### src/inc/utm_defs.svh
// constants shared by the tag memory access ends
`ifndef UTM_DEFS_SVH
`define UTM_DEFS_SVH
`define UTM_INSTR_PROG_ENTER 8'h04
`define UTM_INSTR_PROG_EXIT 8'h05
`define UTM_INSTR_ERASE 8'h61
`define UTM_INSTR_WR_STAGE 8'h62
`define UTM_INSTR_RD_STAGE 8'h63
`define UTM_INSTR_PROG_ROW 8'h64
`define UTM_INSTR_RD_ROW 8'h65
`define UTM_KEY_HI 8'hE5
`define UTM_KEY_LO 8'h3D
`define UTM_ERASED_BYTE 8'hFF
`define UTM_ROW_BYTES 7
`define UTM_ROWS 16
`define UTM_ROW_LSB 4
`endif

### src/inc/utm_pkg.sv
// types shared by the tag memory access ends
package utm_pkg;
    // link token kinds, one per bus event
    typedef enum logic [2:0] {
        UTM_TOK_START_WR = 3'h0,
        UTM_TOK_DATA = 3'h1,
        UTM_TOK_RSTART_RD = 3'h2,
        UTM_TOK_READ = 3'h3,
        UTM_TOK_STOP = 3'h4
    } utm_tok_e;
    // host user operations
    typedef enum logic [2:0] {
        UTM_OP_ENTER_PROG = 3'h0,
        UTM_OP_EXIT_PROG = 3'h1,
        UTM_OP_ERASE = 3'h2,
        UTM_OP_WRITE_STAGE = 3'h3,
        UTM_OP_READ_STAGE = 3'h4,
        UTM_OP_PROGRAM_ROW = 3'h5,
        UTM_OP_READ_ROW = 3'h6
    } utm_op_e;
endpackage

### src/inc/utm_link_if.sv
// transaction level link between host and tag memory device
`timescale 1ns/1ps
interface utm_link_if;
    // host to device tokens
    logic tok_valid;
    logic tok_ready;
    utm_pkg::utm_tok_e tok_kind;
    logic [7:0] tok_data;
    logic tok_last;
    // device to host read bytes
    logic rsp_valid;
    logic rsp_ready;
    logic [7:0] rsp_data;
    modport host (output tok_valid, output tok_kind, output tok_data, output tok_last, input tok_ready,
                  input rsp_valid, input rsp_data, output rsp_ready);
    modport dev (input tok_valid, input tok_kind, input tok_data, input tok_last, output tok_ready,
                 output rsp_valid, output rsp_data, input rsp_ready);
endinterface

### src/utm_dev.sv
// tag memory device end: staging register, array, programming engine and read buffer
// Function
// - seven-byte staging, sixteen rows of seven bytes
// - tag access blocked while fault logging enabled
// - host enters programming mode before tag access
// - instruction 0x61 erases whole array
// - host erases before reprogramming written rows
// - 0x62 loads staging bytes from byte 0
// - 0x63 then read returns staging bytes ascending
// - 0x64 copies staging into row from bits 7:4
// - host sends row in upper nibble, low zero
// - 0x65 row, repeated start, read row bytes
// - array read advances row after seventh byte
// - stop ends array read at any point
// - host nacks last wanted read byte
// - 0x04 with key 0xE53D enters programming mode
// - 0x05 returns device to normal operation
`timescale 1ns/1ps
`include "utm_defs.svh"

// two-entry buffer in front of the read data path
module utm_dev_buf #(
    parameter int W = 8
) (
    // clock and reset
    input wire logic sys_clk_i,
    input wire logic srst_i,
    // fill side
    input wire logic in_valid_i,
    output logic in_ready_o,
    input wire logic [W-1:0] in_data_i,
    // drain side
    output logic out_valid_o,
    input wire logic out_ready_i,
    output logic [W-1:0] out_data_o
);
    logic [1:0] cnt_reg; // entries held, 0 to 2
    logic [W-1:0] head_reg; // oldest entry
    logic [W-1:0] tail_reg; // second entry
    wire push = in_valid_i && in_ready_o;
    wire pop = out_valid_o && out_ready_i;

    // full only at two, so a stalled drain pushes back on the fill side
    assign in_ready_o = (cnt_reg != 2'h2);
    assign out_valid_o = (cnt_reg != 2'h0);
    assign out_data_o = head_reg;

    // occupancy count
    always_ff @(posedge sys_clk_i) begin
        if (srst_i) begin
            cnt_reg <= 2'h0;
        end else if (push && !pop) begin
            cnt_reg <= cnt_reg + 2'h1;
        end else if (pop && !push) begin
            cnt_reg <= cnt_reg - 2'h1;
        end
    end

    // data movement; head refills from tail or from the input
    always_ff @(posedge sys_clk_i) begin
        if (srst_i) begin
            head_reg <= '0;
            tail_reg <= '0;
        end else begin
            if (pop) begin
                head_reg <= (cnt_reg == 2'h2) ? tail_reg : in_data_i;
            end else if (push && cnt_reg == 2'h0) begin
                head_reg <= in_data_i;
            end
            if (push && ((cnt_reg == 2'h1 && !pop) || cnt_reg == 2'h2)) begin
                tail_reg <= in_data_i;
            end
        end
    end
endmodule

module utm_dev #(
    parameter int ROWS = `UTM_ROWS,
    parameter int ROW_BYTES = `UTM_ROW_BYTES
) (
    // clock and reset
    input wire logic sys_clk_i,
    input wire logic srst_i,
    // link to host
    utm_link_if.dev link,
    // feature selection from surrounding logic
    input wire logic fault_log_en_i,
    // status
    output logic prog_mode_o,
    output logic erase_done_o,
    output logic row_prog_done_o
);
    localparam int ENTRIES = ROWS * ROW_BYTES;
    localparam int IW = $clog2(ENTRIES);
    localparam int RW = $clog2(ROWS);
    localparam int BW = $clog2(ROW_BYTES);
    localparam logic [BW-1:0] LAST_BYTE = BW'(ROW_BYTES - 1);
    localparam logic [RW-1:0] LAST_ROW = RW'(ROWS - 1);

    // read source selection
    localparam logic [1:0] SRC_NONE = 2'h0;
    localparam logic [1:0] SRC_STAGE = 2'h1;
    localparam logic [1:0] SRC_ARRAY = 2'h2;

    logic [7:0] stage_reg [ROW_BYTES]; // staging register
    logic [7:0] mem_reg [ENTRIES]; // nonvolatile array, row major
    logic prog_mode_reg; // programming mode flag
    logic in_write_reg; // inside a write transaction
    logic [7:0] instr_reg; // instruction of current transaction
    logic [3:0] byte_cnt_reg; // bytes seen in write, saturates
    logic key_hi_ok_reg; // first key byte matched
    logic key_ok_reg; // both key bytes matched
    logic [RW-1:0] row_reg; // row from the row-address byte
    logic [1:0] src_reg; // what the read phase returns
    logic [RW-1:0] rd_row_reg; // array read row
    logic [BW-1:0] rd_byte_reg; // byte within row or staging
    logic erase_done_reg;
    logic row_prog_done_reg;

    // token decode
    wire fire = link.tok_valid && link.tok_ready;
    wire is_start = fire && link.tok_kind == utm_pkg::UTM_TOK_START_WR;
    wire is_data = fire && link.tok_kind == utm_pkg::UTM_TOK_DATA && in_write_reg;
    wire is_rstart = fire && link.tok_kind == utm_pkg::UTM_TOK_RSTART_RD;
    wire is_read = fire && link.tok_kind == utm_pkg::UTM_TOK_READ;
    wire is_stop = fire && link.tok_kind == utm_pkg::UTM_TOK_STOP;
    wire first_byte = is_data && byte_cnt_reg == 4'h0;
    wire arg_byte = is_data && byte_cnt_reg != 4'h0;
    wire [3:0] arg_idx = byte_cnt_reg - 4'h1;

    // array is shared with fault logging, so tag access needs both conditions
    wire access_ok = prog_mode_reg && !fault_log_en_i;

    // actions taken at stop of a write transaction; staging writes are taken per argument byte
    wire stop_wr = is_stop && in_write_reg;
    wire do_enter = stop_wr && instr_reg == `UTM_INSTR_PROG_ENTER && byte_cnt_reg == 4'h3 && key_ok_reg;
    wire do_exit = stop_wr && instr_reg == `UTM_INSTR_PROG_EXIT;
    wire do_erase = stop_wr && access_ok && instr_reg == `UTM_INSTR_ERASE;
    wire do_prog = stop_wr && access_ok && instr_reg == `UTM_INSTR_PROG_ROW && byte_cnt_reg == 4'h2;
    wire stage_wr = arg_byte && access_ok && instr_reg == `UTM_INSTR_WR_STAGE
                    && arg_idx < 4'(ROW_BYTES);

    // read data selection
    wire [IW-1:0] rd_idx = IW'(rd_row_reg) * IW'(ROW_BYTES) + IW'(rd_byte_reg);
    wire [7:0] rd_data = (src_reg == SRC_STAGE) ? stage_reg[rd_byte_reg] :
                         (src_reg == SRC_ARRAY) ? mem_reg[rd_idx] : `UTM_ERASED_BYTE;
    wire buf_in_ready;

    // read tokens stall while the buffer is full; others always taken
    assign link.tok_ready = (link.tok_kind != utm_pkg::UTM_TOK_READ) || buf_in_ready;
    assign prog_mode_o = prog_mode_reg;
    assign erase_done_o = erase_done_reg;
    assign row_prog_done_o = row_prog_done_reg;

    utm_dev_buf #(.W(8)) u_buf (
        .sys_clk_i(sys_clk_i),
        .srst_i(srst_i),
        .in_valid_i(link.tok_valid && link.tok_kind == utm_pkg::UTM_TOK_READ),
        .in_ready_o(buf_in_ready),
        .in_data_i(rd_data),
        .out_valid_o(link.rsp_valid),
        .out_ready_i(link.rsp_ready),
        .out_data_o(link.rsp_data)
    );

    // programming mode entry and exit
    always_ff @(posedge sys_clk_i) begin
        if (srst_i) begin
            prog_mode_reg <= 1'b0;
        end else if (do_enter) begin
            prog_mode_reg <= 1'b1;
        end else if (do_exit) begin
            prog_mode_reg <= 1'b0;
        end
    end

    // write transaction tracking
    always_ff @(posedge sys_clk_i) begin
        if (srst_i) begin
            in_write_reg <= 1'b0;
            byte_cnt_reg <= 4'h0;
            instr_reg <= 8'h00;
        end else if (is_start) begin
            in_write_reg <= 1'b1;
            byte_cnt_reg <= 4'h0;
        end else if (is_rstart || is_stop) begin
            in_write_reg <= 1'b0;
        end else if (is_data) begin
            byte_cnt_reg <= (byte_cnt_reg == 4'hF) ? byte_cnt_reg : byte_cnt_reg + 4'h1;
            if (first_byte) begin
                instr_reg <= link.tok_data;
            end
        end
    end

    // key bytes and row-address byte
    always_ff @(posedge sys_clk_i) begin
        if (srst_i) begin
            key_hi_ok_reg <= 1'b0;
            key_ok_reg <= 1'b0;
            row_reg <= '0;
        end else if (is_start) begin
            key_hi_ok_reg <= 1'b0;
            key_ok_reg <= 1'b0;
        end else if (arg_byte && arg_idx == 4'h0) begin
            key_hi_ok_reg <= (link.tok_data == `UTM_KEY_HI);
            row_reg <= RW'(link.tok_data[7:`UTM_ROW_LSB]); // low nibble ignored
        end else if (arg_byte && arg_idx == 4'h1) begin
            key_ok_reg <= key_hi_ok_reg && (link.tok_data == `UTM_KEY_LO);
        end
    end

    // read phase pointers; stop drops the source whatever was read so far
    always_ff @(posedge sys_clk_i) begin
        if (srst_i) begin
            src_reg <= SRC_NONE;
            rd_row_reg <= '0;
            rd_byte_reg <= '0;
        end else if (is_stop || is_start) begin
            src_reg <= SRC_NONE;
        end else if (is_rstart) begin
            rd_byte_reg <= '0;
            rd_row_reg <= row_reg;
            if (!access_ok) begin
                src_reg <= SRC_NONE;
            end else if (instr_reg == `UTM_INSTR_RD_STAGE) begin
                src_reg <= SRC_STAGE;
            end else if (instr_reg == `UTM_INSTR_RD_ROW) begin
                src_reg <= SRC_ARRAY;
            end else begin
                src_reg <= SRC_NONE;
            end
        end else if (is_read) begin
            rd_byte_reg <= (rd_byte_reg == LAST_BYTE) ? '0 : rd_byte_reg + 1'b1;
            if (src_reg == SRC_ARRAY && rd_byte_reg == LAST_BYTE) begin
                rd_row_reg <= (rd_row_reg == LAST_ROW) ? '0 : rd_row_reg + 1'b1;
            end
        end
    end

    // completion pulses for surrounding logic
    always_ff @(posedge sys_clk_i) begin
        if (srst_i) begin
            erase_done_reg <= 1'b0;
            row_prog_done_reg <= 1'b0;
        end else begin
            erase_done_reg <= do_erase;
            row_prog_done_reg <= do_prog;
        end
    end

    // staging bytes; only the addressed byte changes, the rest keep old data
    for (genvar s = 0; s < ROW_BYTES; s++) begin : g_stage
        always_ff @(posedge sys_clk_i) begin
            if (srst_i) begin
                stage_reg[s] <= 8'h00;
            end else if (stage_wr && arg_idx == 4'(s)) begin
                stage_reg[s] <= link.tok_data;
            end
        end
    end

    // array cells; programming can only clear bits, which is why erase comes first
    for (genvar e = 0; e < ENTRIES; e++) begin : g_cell
        always_ff @(posedge sys_clk_i) begin
            if (srst_i) begin
                mem_reg[e] <= `UTM_ERASED_BYTE;
            end else if (do_erase) begin
                mem_reg[e] <= `UTM_ERASED_BYTE;
            end else if (do_prog && row_reg == RW'(e / ROW_BYTES)) begin
                mem_reg[e] <= mem_reg[e] & stage_reg[e % ROW_BYTES];
            end
        end
    end
endmodule

### src/flat_wrapper.sv
// flat-port wrapper written by rule: the top's interface ports become plain ports
module utm_dev_flat 
#(
    parameter int ROWS = `UTM_ROWS,
    parameter int ROW_BYTES = `UTM_ROW_BYTES
)
  (sys_clk_i, srst_i, fault_log_en_i, prog_mode_o, erase_done_o, row_prog_done_o, link_tok_valid, link_tok_kind, link_tok_data, link_tok_last, link_tok_ready, link_rsp_valid, link_rsp_data, link_rsp_ready);
  utm_link_if link_i ();
  input wire logic sys_clk_i;
  input wire logic srst_i;
  input wire logic fault_log_en_i;
  output logic prog_mode_o;
  output logic erase_done_o;
  output logic row_prog_done_o;
  input wire logic [$bits(link_i.tok_valid)-1:0] link_tok_valid;
  input wire logic [$bits(link_i.tok_kind)-1:0] link_tok_kind;
  input wire logic [$bits(link_i.tok_data)-1:0] link_tok_data;
  input wire logic [$bits(link_i.tok_last)-1:0] link_tok_last;
  output wire logic [$bits(link_i.tok_ready)-1:0] link_tok_ready;
  output wire logic [$bits(link_i.rsp_valid)-1:0] link_rsp_valid;
  output wire logic [$bits(link_i.rsp_data)-1:0] link_rsp_data;
  input wire logic [$bits(link_i.rsp_ready)-1:0] link_rsp_ready;
  assign link_i.tok_valid = link_tok_valid;
  assign link_i.tok_kind = link_tok_kind;
  assign link_i.tok_data = link_tok_data;
  assign link_i.tok_last = link_tok_last;
  assign link_tok_ready = link_i.tok_ready;
  assign link_rsp_valid = link_i.rsp_valid;
  assign link_rsp_data = link_i.rsp_data;
  assign link_i.rsp_ready = link_rsp_ready;
  utm_dev #(.ROWS(ROWS), .ROW_BYTES(ROW_BYTES)) u_core (.sys_clk_i(sys_clk_i), .srst_i(srst_i), .link(link_i), .fault_log_en_i(fault_log_en_i), .prog_mode_o(prog_mode_o), .erase_done_o(erase_done_o), .row_prog_done_o(row_prog_done_o));
endmodule
### config.mk
export PLATFORM = sky130hd
export DESIGN_NAME = utm_dev_flat
export DESIGN_NICKNAME = d
export VERILOG_FILES = /design/src/inc/utm_pkg.sv /design/src/inc/utm_link_if.sv /design/src/utm_dev.sv /design/src/flat_wrapper.sv
export VERILOG_INCLUDE_DIRS = /design/src /design/src/inc
export SDC_FILE = /design/constraint.sdc
export NUM_CORES = 2
export LEC_CHECK = 0
export ABC_AREA = 1
export BUFFER_PORTS_ARGS = -buffer_cell sky130_fd_sc_hd__buf_2
export CORE_MARGIN = 3
export CORE_UTILIZATION = 55
export DETAILED_ROUTE_END_ITERATION = 6
export MAX_ROUTING_LAYER = met4
export PLACE_DENSITY = 0.81
export SLEW_MARGIN = 5
export SYNTH_ARGS = -nofsm -noshare
export SYNTH_HDL_FRONTEND = slang
export SYNTH_SLANG_ARGS = --single-unit
### constraint.sdc
create_clock -name sys_clk_i -period 5.3 [get_ports sys_clk_i]
set_input_delay 0.53 -clock sys_clk_i [delete_from_list [all_inputs] [get_ports sys_clk_i]]
set_output_delay 0.53 -clock sys_clk_i [all_outputs]
set_load 0.01 [all_outputs]
==> results.yml <==
setup_path:
  worstReg2RegEnd: "u_core.u_buf.out_data_o[6]"
  critPathCapture: "u_core.u_buf.out_data_o[6]"
  startpoint_type: "flip-flop"
  timing.critical_path.required_ns: 5.83
  arrival_ns: 5.30
  r2r_slack_ns: 0.53
  critPathKind: "flip-flop to flip-flop"
  reg2reg_from: "u_core.rd_row_reg[0]"
  cp_max_fo: 36
  reg2regPathDepth: 16
  critPathLaunch: "u_core.rd_row_reg[0]"
  crit_path_end_kind: "flip-flop"
timing:
  worst_slew_pin_slew_ns: 1.28
  final.setup.tns_ns: 0
  slew_violations: 0
  finalCritPeriodShare_pct: 90.1
  rsz0062_at_grt: "no"
  holdWs_ns: 0.158
  fin_skew_ns: 0.0273
  setup_viol: 0
  slew_headroom_pct: 14.3
  fin_crit_ns: 4.77
  hold_viol_final: 0
  max_freq_mhz: 209
synthesis:
  synth_nets: 5457
  synthFlopType: "edfxtp_1"
  yosys.area.top_type: "edfxtp_1"
  syn_inst: 5411
  ys_types: 45
  synth_edf_count: 952
  seq_area_frac_synth_pct: 59.3
  synthArstFlopShare_pct: 0
  syn_area_um2: 50000
  synth_top_area_share_pct: 57.2
  yosys-top-cells-area: "edfxtp_1 57%, nand2_1 9.0%, nand3_1 6.8%, inv_1 6.3%, o21ai_0 5.8%"
  ys_warn_count: 0
  synth_area_per_cell_um2: 9.24
  ys_ff_latch: 1004
finish:
  largest_reg_flops: 896
  final_net_count: 5308
  syn_to_final_growth_pct: 7.92
  stdcell_area_um2: 53900
  final_cell_mix: "1184 x nand2_1, 952 x edfxtp_1, 840 x inv_1, 676 x nand3_1, 573 x o21ai_0"
  final_common_cell: "nand2_1"
  drive_above_1_share_pct: 6.46
clocking:
  clockRootBuffer: "clkbuf_16"
  clock_latency_ns: 0.68
  clk_pin_slew_worst_paths_ns: 0.06
  cts_made_buffers: 99
  cts_tree: "done"
  ctsHoldBuffers: 0
  htree_levels: 3
  ctsResizeCount: 0
  postCtsSetupBuffers: 0
  cts.sinks: 1004
  clockBufferDepth: 3
route:
  wl_per_cell_um: 22.8
  drt-vias-per-instance: 6.27
  drt-total-wl_mm: 148
  via_count: 40789
  drc: 2
  ant_nets: 0
  first_pass_iters: 7
  drtIter0Drc: 7146
global_route:
  grt_pass1_wl_mm: 224
  grt_antenna_before_repair: 2
  grt_overflow: 0
  first_global_vias: 38533
  grt_max_degree: 201
  grt_usage_pct: 31.7
place:
  post-dp-hpwl_mm: 85.7
  gp_congestion: 0.921
  io_buffers: 28
  dpl_cell_area_um2: 50900
floorplan:
  coreArea_um2: 89200
  rows: 109
  die_x_um: 307
  start_util_pct: 56.0
  die_area_um2: 94500
  die_h_um: 307
  ioPinCount: 30
pwr:
  ir_worst_vdd_uv: 231
  power_per_cell_area_nw_per_um2: 332
  total_power_mw: 17.9
  leakagePower_nw: 21.1
outcome:
  status: "finished with violations"
  failed_checks: "design-rule violations"
hold_path:
  worstHoldStart: "link_tok_data[3]"
  hold_path.class: "primary input to flip-flop"
run:
  maxCapViolCount: 0
cells by family after synthesis:
kind of cell / count (synthesis) / synth area share, %
fa+ha+maj: 29 / 0.801
xor+xnor: 7 / 0.138
flops: 1004 / 59.3
compound gates: 1113 / 12.1
simple gates: 2037 / 17.5
buf+inv: 1221 / 10.1
final cells by class:
type                            instances  area (um2)
Fill cell                            7113       35300
Sequential cell                      1004       29600
Multi-Input combinational cell       3186       15600
Inverter                              854        3220
Clock buffer                          127        2670
Tap cell                             1165        1460
Timing Repair Buffer                  117        1080
Clock inverter                         52         330
Antenna cell                            1        2.50
cells in the mapped netlist (5+ instances only):
master and instances:
buf_6 8, ha_1 24, nor2_2 12, nand2_1 1192
fa_1 5, nor3_1 8, dfxtp_1 52, edfxtp_1 952
o211ai_1 150, o21ai_0 583, nor2_1 106, buf_2 161
nor3_2 9, nand4_1 11, clkbuf_1 123, buf_4 59
a21oi_1 121, inv_2 9, a211oi_1 8, o21ai_1 224
buf_1 16, o21ai_2 21, inv_1 841, nand3_1 676
how the worst min path moves through the flow:
stage                            endpoint  cells past startpoint
2_1_floorplan           u_core.src_reg[1]                      2
3_3_place_gp   u_core.u_buf.out_data_o[3]                      2
3_5_place_dp   u_core.u_buf.out_data_o[2]                      2
4_1_cts               u_core.instr_reg[0]                      3
5_1_grt              u_core.key_hi_ok_reg                      4
6_report             u_core.key_hi_ok_reg                      4
layer usage:
layer	vias up	global-route usage (%)	routed length (um)
met2	3326	47.0	64800
met1	18969	40.5	51900
met5	-	-	0
met4	0	17.8	9600
met3	617	7.06	21900
li1	17877	-	-
per-stage QoR:
stage / setup WS, ns / utilization [%] / cells
2_1_floorplan: -0.441 / - / 5411
3_3_place_gp: 0.711 / 57.1 / 6325
3_5_place_dp: 0.683 / 57.1 / 6325
4_1_cts: 0.655 / 60.4 / 6504
5_1_grt: 0.436 / 60.5 / 6506
6_report: 0.526 / 60.5 / 6506
report_power, final:
| part | internal, mW | switching, mW | total (mW) |
|---|---|---|---|
| sequential | 9.05 | 0.186 | 9.24 |
| combinational | 0.506 | 1.42 | 1.93 |
| clock | 3.72 | 3.00 | 6.72 |
worst max-delay path, cell delays in order, from the launching register on:
cell and delay, ns:
dfxtp_1 0.39, fa_1 0.56, inv_1 0.05, fa_1 0.54
fa_4 1.30, buf_12 0.34, nand3_1 0.14, nand3_1 0.10
nand3_1 0.10, nand2_1 0.10, nand2_1 0.06, a21oi_1 0.25
nand2_1 0.16, nand2_1 0.24, nand2_1 0.10, nand2_1 0.09
a21oi_1 0.06
Note: power is estimated with default switching activity, not from simulation.
